### config.mk
export PLATFORM = sky130hd
export DESIGN_NAME = charge_sequencer
export DESIGN_NICKNAME = d
export VERILOG_FILES = /design/src/rtl/charge_sequencer.v /design/src/rtl/phase_timer.v
export VERILOG_INCLUDE_DIRS = /design/src /design/src/shared
export SDC_FILE = /design/constraint.sdc
export NUM_CORES = 1
export LEC_CHECK = 0
export BUFFER_PORTS_ARGS = -buffer_cell sky130_fd_sc_hd__buf_2
export CAP_MARGIN = 20
export CELL_PAD_IN_SITES_DETAIL_PLACEMENT = 1
export CELL_PAD_IN_SITES_GLOBAL_PLACEMENT = 1
export CORE_MARGIN = 8
export CORE_UTILIZATION = 40
export DETAILED_ROUTE_END_ITERATION = 12
export PLACE_DENSITY = 0.71
export SLEW_MARGIN = 0
export SYNTH_ARGS = -nofsm -noshare
export SYNTH_HDL_FRONTEND = slang
export SYNTH_SLANG_ARGS = --single-unit
### constraint.sdc
create_clock -name i_core_clk -period 7.4 [get_ports i_core_clk]
set_input_delay 1.48 -clock i_core_clk [delete_from_list [all_inputs] [get_ports i_core_clk]]
set_output_delay 1.48 -clock i_core_clk [all_outputs]
set_load 0.005 [all_outputs]
### src/shared/charge_map.vh
// charge sequencer constants: state codes, current codes, timer counts
// assumes a 20 MHz core clock; counts are prescaled ticks
`ifndef CHARGE_MAP_VH
`define CHARGE_MAP_VH

// ****************************************
// states
// ****************************************
`define ST_RESET     3'h0
`define ST_PREQUAL   3'h1
`define ST_FAST      3'h2
`define ST_FULL      3'h3
`define ST_TOPOFF    3'h4
`define ST_DONE      3'h5
`define ST_SUSPEND   3'h6
`define ST_FAULT     3'h7

// ****************************************
// charge current request codes
// ****************************************
`define CUR_ZERO     2'h0
`define CUR_TENTH    2'h1
`define CUR_FULL     2'h2
`define CUR_CV       2'h3

// ****************************************
// time base
// ****************************************
`define CLK_HZ       20000000
`define TICK_MS      1000
// one tick per millisecond
`define TICK_CYCLES  (`CLK_HZ / `TICK_MS)
// timeouts in minutes, prequal in tenths of a minute
`define PREQUAL_MIN_X10 75
`define FAST_MIN     90
`define FULL_MIN     90
`define TOPOFF_MIN   45
// timeouts in ticks
`define PREQUAL_TICKS (`PREQUAL_MIN_X10 * 60 * `TICK_MS / 10)
`define FAST_TICKS   (`FAST_MIN * 60 * `TICK_MS)
`define FULL_TICKS   (`FULL_MIN * 60 * `TICK_MS)
`define TOPOFF_TICKS (`TOPOFF_MIN * 60 * `TICK_MS)

`endif

### src/rtl/charge_sequencer.v
// li-ion charge sequencing state machine with safety timers
// assumes comparator inputs from pins; status outputs are open-drain
//
// Functional notes
// reset state clears timers, zero current, all indicators released
// enter reset on power-up, dropout or battery overvoltage; in fault, dropout and overvoltage are ignored
// leave reset to prequal once supply good and battery not too hot
// prequal requests tenth current, cc indicator low, 7.5 min timeout
// prequal to fast charge when above undervoltage and temp ok
// prequal timeout while undervoltage gives fault, fault output low
// fast charge requests set current, cc indicator low, 90 min
// regulation voltage reached moves fast charge to full charge
// fast charge timeout before regulation voltage gives fault
// full charge is cv, cv indicator low, cc released, 90 min
// full charge to top-off on low current flag or timeout
// top-off keeps cv, indicators released, 45 min then done
// done requests zero current; below recharge threshold back to reset
// temp out of window in charge phases pauses, freezes timers
// temp out of window in prequal suspends charge and timer
// reset goes straight to fault when battery too hot
// fault requests zero current, fault low, others released
// releasing power-down input enters reset, timers cleared
// fast timeout from bulk base; others from short base
// fault holds until power cycled or power-down pulled low
// power-down low stops charging, all status outputs released
// timeouts are prescaled tick counters with set terminal count
// open-drain indicators are output enables, enabled pulls low
`timescale 1ns/1ps
`include "charge_map.vh"

module charge_sequencer #(
    parameter TICK_CYCLES   = `TICK_CYCLES,
    parameter PREQUAL_TICKS = `PREQUAL_TICKS,
    parameter FAST_TICKS    = `FAST_TICKS,
    parameter FULL_TICKS    = `FULL_TICKS,
    parameter TOPOFF_TICKS  = `TOPOFF_TICKS
) (
    input  wire       i_core_clk,
    input  wire       i_rst_n,
    input  wire       i_power_down_request_n,
    input  wire       i_supply_good,
    input  wire       i_dropout,
    input  wire       i_overvoltage,
    input  wire       i_undervoltage,
    input  wire       i_regulation_reached,
    input  wire       i_current_below_full,
    input  wire       i_below_recharge,
    input  wire       i_temp_ok,
    input  wire       i_temp_hot,
    output reg  [1:0] o_charge_current_setpoint,
    output reg        o_charge_enable,
    output reg        o_constant_current_indicator_oe,
    output reg        o_constant_voltage_indicator_oe,
    output reg        o_fault_indicator_oe,
    output reg  [2:0] o_state
);

    localparam TW = 24;

    // ****************************************
    // pin input synchronisers
    // ****************************************
    localparam NIN = 10;
    wire [NIN-1:0] raw_in;
    wire [NIN-1:0] clean;

    assign raw_in = {i_power_down_request_n, i_supply_good, i_dropout,
                     i_overvoltage, i_undervoltage, i_regulation_reached,
                     i_current_below_full, i_below_recharge, i_temp_ok,
                     i_temp_hot};

    genvar g;
    generate
        for (g = 0; g < NIN; g = g + 1) begin : sync
            reg s1;
            reg s2;
            reg s3;
            reg v;
            always @(posedge i_core_clk) begin
                if (!i_rst_n) begin
                    s1 <= 1'b0;
                    s2 <= 1'b0;
                    s3 <= 1'b0;
                    v  <= 1'b0;
                end else begin
                    s1 <= raw_in[g];
                    s2 <= s1;
                    s3 <= s2;
                    if (s2 == s3) begin
                        v <= s3;
                    end
                end
            end
            assign clean[g] = v;
        end
    endgenerate

    wire pd_n     = clean[9];
    wire sup_ok   = clean[8];
    wire dropout  = clean[7];
    wire over_v   = clean[6];
    wire under_v  = clean[5];
    wire reg_hit  = clean[4];
    wire low_cur  = clean[3];
    wire recharge = clean[2];
    wire temp_ok  = clean[1];
    wire temp_hot = clean[0];

    // ****************************************
    // state register
    // ****************************************
    reg  [2:0] state;
    reg  [2:0] next_state;
    reg  [2:0] resume_state;
    reg  [2:0] next_resume_state;
    reg        pd_n_d;

    wire pd_release = pd_n && !pd_n_d;

    // ****************************************
    // timers
    // ****************************************
    wire short_exp;
    wire bulk_exp;
    reg  short_clear;
    reg  bulk_clear;
    reg  short_run;
    reg  bulk_run;
    reg  [TW-1:0] short_term;
    reg  [2:0]    phase;

    // suspend keeps the terminal count of the phase it paused
    always @* begin
        phase = state;
        if (state == `ST_SUSPEND) begin
            phase = resume_state;
        end
    end

    always @* begin
        short_term = PREQUAL_TICKS[TW-1:0];
        if (phase == `ST_FULL) begin
            short_term = FULL_TICKS[TW-1:0];
        end
        if (phase == `ST_TOPOFF) begin
            short_term = TOPOFF_TICKS[TW-1:0];
        end
    end

    always @* begin
        short_run   = (state == `ST_PREQUAL && temp_ok)
                      || state == `ST_FULL || state == `ST_TOPOFF;
        bulk_run    = (state == `ST_FAST);
        short_clear = (state == `ST_RESET)
                      || (state != next_state && state != `ST_SUSPEND
                          && (next_state == `ST_FULL
                              || next_state == `ST_TOPOFF));
        bulk_clear  = (state == `ST_RESET);
    end

    phase_timer #(
        .PRESCALE (TICK_CYCLES),
        .WIDTH    (TW)
    ) short_phase_time_base (
        .i_core_clk (i_core_clk),
        .i_rst_n    (i_rst_n),
        .i_clear    (short_clear),
        .i_run      (short_run),
        .i_terminal (short_term),
        .o_expired  (short_exp)
    );

    phase_timer #(
        .PRESCALE (TICK_CYCLES),
        .WIDTH    (TW)
    ) bulk_phase_time_base (
        .i_core_clk (i_core_clk),
        .i_rst_n    (i_rst_n),
        .i_clear    (bulk_clear),
        .i_run      (bulk_run),
        .i_terminal (FAST_TICKS[TW-1:0]),
        .o_expired  (bulk_exp)
    );

    // ****************************************
    // next state
    // ****************************************
    always @* begin
        next_state        = state;
        next_resume_state = resume_state;
        case (state)
            `ST_RESET: begin
                next_resume_state = `ST_RESET;
                if (temp_hot) begin
                    next_state = `ST_FAULT;
                end else if (sup_ok) begin
                    next_state = `ST_PREQUAL;
                end
            end
            `ST_PREQUAL: begin
                if (!under_v && temp_ok) begin
                    next_state = `ST_FAST;
                end else if (short_exp && under_v) begin
                    next_state = `ST_FAULT;
                end
            end
            `ST_FAST: begin
                if (!temp_ok) begin
                    next_state        = `ST_SUSPEND;
                    next_resume_state = `ST_FAST;
                end else if (reg_hit) begin
                    next_state = `ST_FULL;
                end else if (bulk_exp) begin
                    next_state = `ST_FAULT;
                end
            end
            `ST_FULL: begin
                if (!temp_ok) begin
                    next_state        = `ST_SUSPEND;
                    next_resume_state = `ST_FULL;
                end else if (low_cur || short_exp) begin
                    next_state = `ST_TOPOFF;
                end
            end
            `ST_TOPOFF: begin
                if (!temp_ok) begin
                    next_state        = `ST_SUSPEND;
                    next_resume_state = `ST_TOPOFF;
                end else if (short_exp) begin
                    next_state = `ST_DONE;
                end
            end
            `ST_DONE: begin
                if (recharge) begin
                    next_state = `ST_RESET;
                end
            end
            `ST_SUSPEND: begin
                if (temp_ok) begin
                    next_state = resume_state;
                end
            end
            `ST_FAULT: begin
                next_state = `ST_FAULT;
            end
            default: begin
                next_state = `ST_RESET;
            end
        endcase
        if (state != `ST_FAULT && (dropout || over_v)) begin
            next_state = `ST_RESET;
        end
        if (!pd_n || pd_release) begin
            next_state = `ST_RESET;
        end
    end

    always @(posedge i_core_clk) begin
        if (!i_rst_n) begin
            state        <= `ST_RESET;
            resume_state <= `ST_RESET;
            pd_n_d       <= 1'b0;
        end else begin
            state        <= next_state;
            resume_state <= next_resume_state;
            pd_n_d       <= pd_n;
        end
    end

    // ****************************************
    // registered outputs
    // ****************************************
    always @(posedge i_core_clk) begin
        if (!i_rst_n) begin
            o_charge_current_setpoint       <= `CUR_ZERO;
            o_charge_enable                 <= 1'b0;
            o_constant_current_indicator_oe <= 1'b0;
            o_constant_voltage_indicator_oe <= 1'b0;
            o_fault_indicator_oe            <= 1'b0;
            o_state                         <= `ST_RESET;
        end else begin
            o_state <= next_state;
            case (next_state)
                `ST_PREQUAL: begin
                    o_charge_current_setpoint <= `CUR_TENTH;
                    o_charge_enable           <= temp_ok;
                    o_constant_current_indicator_oe <= 1'b1;
                    o_constant_voltage_indicator_oe <= 1'b0;
                    o_fault_indicator_oe            <= 1'b0;
                end
                `ST_FAST: begin
                    o_charge_current_setpoint <= `CUR_FULL;
                    o_charge_enable           <= 1'b1;
                    o_constant_current_indicator_oe <= 1'b1;
                    o_constant_voltage_indicator_oe <= 1'b0;
                    o_fault_indicator_oe            <= 1'b0;
                end
                `ST_FULL: begin
                    o_charge_current_setpoint <= `CUR_CV;
                    o_charge_enable           <= 1'b1;
                    o_constant_current_indicator_oe <= 1'b0;
                    o_constant_voltage_indicator_oe <= 1'b1;
                    o_fault_indicator_oe            <= 1'b0;
                end
                `ST_TOPOFF: begin
                    o_charge_current_setpoint <= `CUR_CV;
                    o_charge_enable           <= 1'b1;
                    o_constant_current_indicator_oe <= 1'b0;
                    o_constant_voltage_indicator_oe <= 1'b0;
                    o_fault_indicator_oe            <= 1'b0;
                end
                `ST_SUSPEND: begin
                    o_charge_current_setpoint <= `CUR_ZERO;
                    o_charge_enable           <= 1'b0;
                end
                `ST_FAULT: begin
                    o_charge_current_setpoint <= `CUR_ZERO;
                    o_charge_enable           <= 1'b0;
                    o_constant_current_indicator_oe <= 1'b0;
                    o_constant_voltage_indicator_oe <= 1'b0;
                    o_fault_indicator_oe            <= 1'b1;
                end
                default: begin
                    // reset and done: zero current, all released
                    o_charge_current_setpoint <= `CUR_ZERO;
                    o_charge_enable           <= 1'b0;
                    o_constant_current_indicator_oe <= 1'b0;
                    o_constant_voltage_indicator_oe <= 1'b0;
                    o_fault_indicator_oe            <= 1'b0;
                end
            endcase
            if (!pd_n) begin
                o_charge_enable                 <= 1'b0;
                o_charge_current_setpoint       <= `CUR_ZERO;
                o_constant_current_indicator_oe <= 1'b0;
                o_constant_voltage_indicator_oe <= 1'b0;
                o_fault_indicator_oe            <= 1'b0;
            end
        end
    end

endmodule

### src/rtl/phase_timer.v
// prescaled timeout counter standing in for a capacitor-set time base
// assumes synchronous controls from the same clock domain
`timescale 1ns/1ps

module phase_timer #(
    parameter PRESCALE = 20000,
    parameter WIDTH    = 24
) (
    input  wire             i_core_clk,
    input  wire             i_rst_n,
    input  wire             i_clear,
    input  wire             i_run,
    input  wire [WIDTH-1:0] i_terminal,
    output reg              o_expired
);

    // ****************************************
    // prescaler and tick counter
    // ****************************************
    reg [31:0]      pre;
    reg [WIDTH-1:0] ticks;
    wire            tick;

    assign tick = (pre == PRESCALE - 1);

    always @(posedge i_core_clk) begin
        if (!i_rst_n || i_clear) begin
            pre       <= 32'h0;
            ticks     <= {WIDTH{1'b0}};
            o_expired <= 1'b0;
        end else if (i_run) begin
            pre <= tick ? 32'h0 : pre + 32'h1;
            if (tick && !o_expired) begin
                ticks <= ticks + {{(WIDTH-1){1'b0}}, 1'b1};
            end
            o_expired <= (ticks >= i_terminal);
        end
    end

endmodule

==> flow_summary.yaml <==
global_route:
  use_met1_pct: 19.34
  grt_pass1_wl_um: 30240
  grt_pass1_vias: 6316
  grt_use_met3_pct: 3.065
  grt_overflow: 0
  grtUsageMet2_pct: 25.08
  antenna_found_initial: 0
  grt_usage_pct: 15.12
  grt_max_degree: 58
  top_usage_layer: "met2"
clock_tree:
  post-cts-setup-buffer-count: 0
  clkLatencyLatePin_ns: 0.44
  cts-resized-gates: 0
  cts_buffer_depth: 2
  clock-sinks: 167
  cts-buffers-inserted: 17
  cts_root_buf: "clkbuf_16"
  clkTransAtPathRegs_ns: 0.08
  cts_tree: "done"
  postCtsHoldBufs: 0
  cts_max_level: 4
worst_setup_path:
  crit_path_end_kind: "flop"
  rrSetupSlack_ns: 3.88
  required_ns: 7.69
  critPathLaunch: "o_state[2]"
  worstSetupStartpointType: "flop"
  path_class: "flop to flop"
  cp.arrival_ns: 3.82
  worst-r2r-cell-count: 9
  reg2reg_from: "o_state[2]"
  cp_max_fo: 21
  r2r-end: "short_phase_time_base.o_expired"
timing:
  period_share_pct: 47.63
  fin_crit_ns: 3.524
  setup_slack_ns: 3.876
  setup_viol: 0
  slew_violations: 0
  fin_worst_skew_ns: 0.01103
  fmax_ghz: 0.2837
  hold_violations: 0
  maxSlewHeadroom_pct: 49.30
  tns_ns: 0
  tightest_slew_ns: 0.7595
  rsz0062_at_grt: "false"
layout:
  fillers: 2177
  nNetsFinal: 937
  final_util_pct: 46.17
  layout-drive-gt1-share_pct: 8.197
  syn_to_final_growth_pct: 12.92
  diodes: 0
  final_area_mm2: 0.008695
yosys:
  seq_area_frac_synth_pct: 43.42
  async_reset_ff_share_pct: 0
  yosysUniqueCellTypes: 57
  ys_seq_elements: 167
  synth_fp_nets: 928
  yosysWarnings: 0
  synth_edf_count: 0
  yosys.area.top_type: "dfxtp_1"
  ys.flop_type: "dfxtp_1"
  syn_inst: 893
  synth.top_cell.area_share_pct: 43.42
  ys_top_cells_by_area: "dfxtp_1, xor2_1, a21oi_1, xnor2_1, nor2_1"
  synth_area_mm2: 0.007700
  postSynthAreaPerCell_um2: 8.622
detailed_routing:
  firstDrtPassIters: 4
  drt-total-wl_um: 17500
  drc: 0
  first_iter_violations: 265
  wl_per_cell_um: 14.89
  vias: 6234
  vias_per_cell: 5.306
  postRouteAntennaNets: 0
placed_design:
  hpwlAfterDp_um: 11940
  gp_congestion: 0.7117
  placed_area_mm2: 0.008049
  port_buffers: 20
  dp_slack_ns: 3.427
floorplanning:
  fp.dieH_um: 154.7
  dieWidth_um: 154.7
  fp-row-count: 50
  io_pins: 21
  start_util_pct: 40.89
  dieArea_mm2: 0.02395
  core-area_mm2: 0.01883
power_and_ir_drop:
  irDropWorstVdd_mv: 0.1590
  p_leak_nw: 2.962
  power_density_mw_per_mm2: 209.1
min_path:
  min_path_type: "flop to flop"
  hold_path_end: "sync[3].s2"
  min_from: "sync[3].s1"
  hold_depth: 1
outcome:
  status: "finished clean"
flow_run:
  drv_cap: 0
-- routing by layer --
metal / vias to the layer above / wire length [um]
li1: 3146 / -
met1: 3038 / 8630
met2: 35 / 8374
met3: 15 / 307
met4: 0 / 182
met5: - / 0
-- placed cells by master, fill, tap and decap left out, types with 4 or more instances in the layout --
cell type / synthesis / layout
dfxtp_1: 167 / 167
a21oi_1: 91 / 91
nor2_1: 83 / 83
nand2_1: 76 / 76
xor2_1: 67 / 67
nand3_1: 47 / 47
and2_1: 37 / 37
xnor2_1: 36 / 36
nand4_1: 29 / 29
o21ai_0: 29 / 29
and3_1: 28 / 28
inv_1: 23 / 23
ha_1: 23 / 23
buf_2: 15 / 20
nor3_1: 18 / 18
nor4_1: 18 / 17
clkbuf_16: 0 / 17
or3_1: 7 / 7
and4_1: 7 / 7
clkinv_8: 0 / 6
nand2b_1: 5 / 5
a211oi_1: 5 / 5
buf_4: 1 / 5
nor4b_1: 4 / 4
-- critical path, cell delays in order (launching register included) --
cell	delay (ns)
dfxtp_1	0.82
nand2b_1	0.25
a21oi_1	0.59
inv_1	0.30
ha_1	0.37
a211oi_1	0.24
nor2_1	0.07
or4_1	0.42
a21oi_1	0.25
a211oi_1	0.06
-- cells by family (layout without fill, tap and decap cells) --
| group | count (synthesis) | after routing | synth area share (%) |
|---|---|---|---|
| buffers and inverters | 61 | 83 | 3.266 |
| muxes | 3 | 3 | 0.3900 |
| xor gates and xnor gates | 103 | 103 | 11.72 |
| and+or+nand+nor | 384 | 384 | 26.42 |
| AOI/OAI and AO/OA | 152 | 152 | 11.05 |
| adders and majority gates | 23 | 23 | 3.737 |
| DFF | 167 | 167 | 43.42 |
-- power by group --
group	switching, mW	total, mW	internal [mW]
Sequential	0.00251	0.907	0.905
Clock	0.431	0.899	0.469
Combinational	0.00574	0.0111	0.00540
Total	0.439	1.82	1.38
-- synthesized netlist by cell type (7+ instances only) --
cell type / instances
dfxtp_1: 167
a21oi_1: 91
nor2_1: 83
nand2_1: 76
xor2_1: 67
nand3_1: 47
and2_1: 37
xnor2_1: 36
nand4_1: 29
o21ai_0: 29
and3_1: 28
ha_1: 23
inv_1: 23
clkbuf_1: 20
nor3_1: 18
nor4_1: 18
buf_2: 15
and4_1: 7
or3_1: 7
-- metrics by stage --
step / hold slack, ns / cells / total power, mW
6_report: 0.4362 / 1175 / 1.818
5_1_grt: 0.4529 / 1175 / 1.885
4_1_cts: 0.4389 / 1173 / 1.847
3_5_place_dp: 0.4200 / 1141 / 0.9398
3_3_place_gp: 0.4131 / 1140 / 0.9391
2_1_floorplan: 0.4119 / 893 / 0.9340
-- layout make-up --
type | instances | area, um2 | area share [%]
clock buffer | 18 | 439.2 | 5.051
tap | 260 | 325.3 | 3.742
sequential | 167 | 3343 | 38.45
inverter | 23 | 86.33 | 0.9929
clock inverter | 14 | 181.4 | 2.087
timing repair buffer | 28 | 177.7 | 2.043
multi-input combinational | 665 | 4141 | 47.63
-- worst max-delay path by stage --
stage                                                  to  slack, ns  cells after the start
after floorplan           short_phase_time_base.o_expired       4.61                     12
after global placement       short_phase_time_base.pre[5]       3.28                      4
after detailed placement     short_phase_time_base.pre[5]       3.43                      4
after CTS                    short_phase_time_base.pre[3]       3.70                      7
after global routing      short_phase_time_base.o_expired       3.49                      9
final                     short_phase_time_base.o_expired       3.88                      9
-- state kept, by name (all words and copies together), names as in the netlist, 2 cells and up --
register	flops
o_state	3
bulk_phase_time_base.pre	32
sync.s2	10
short_phase_time_base.pre	32
sync.v	3
o_charge_current_setpoint	2
sync.s1	10
resume_state	3
bulk_phase_time_base.ticks	24
sync.s3	10
short_phase_time_base.ticks	24
Power figures use the tool's default switching activity.
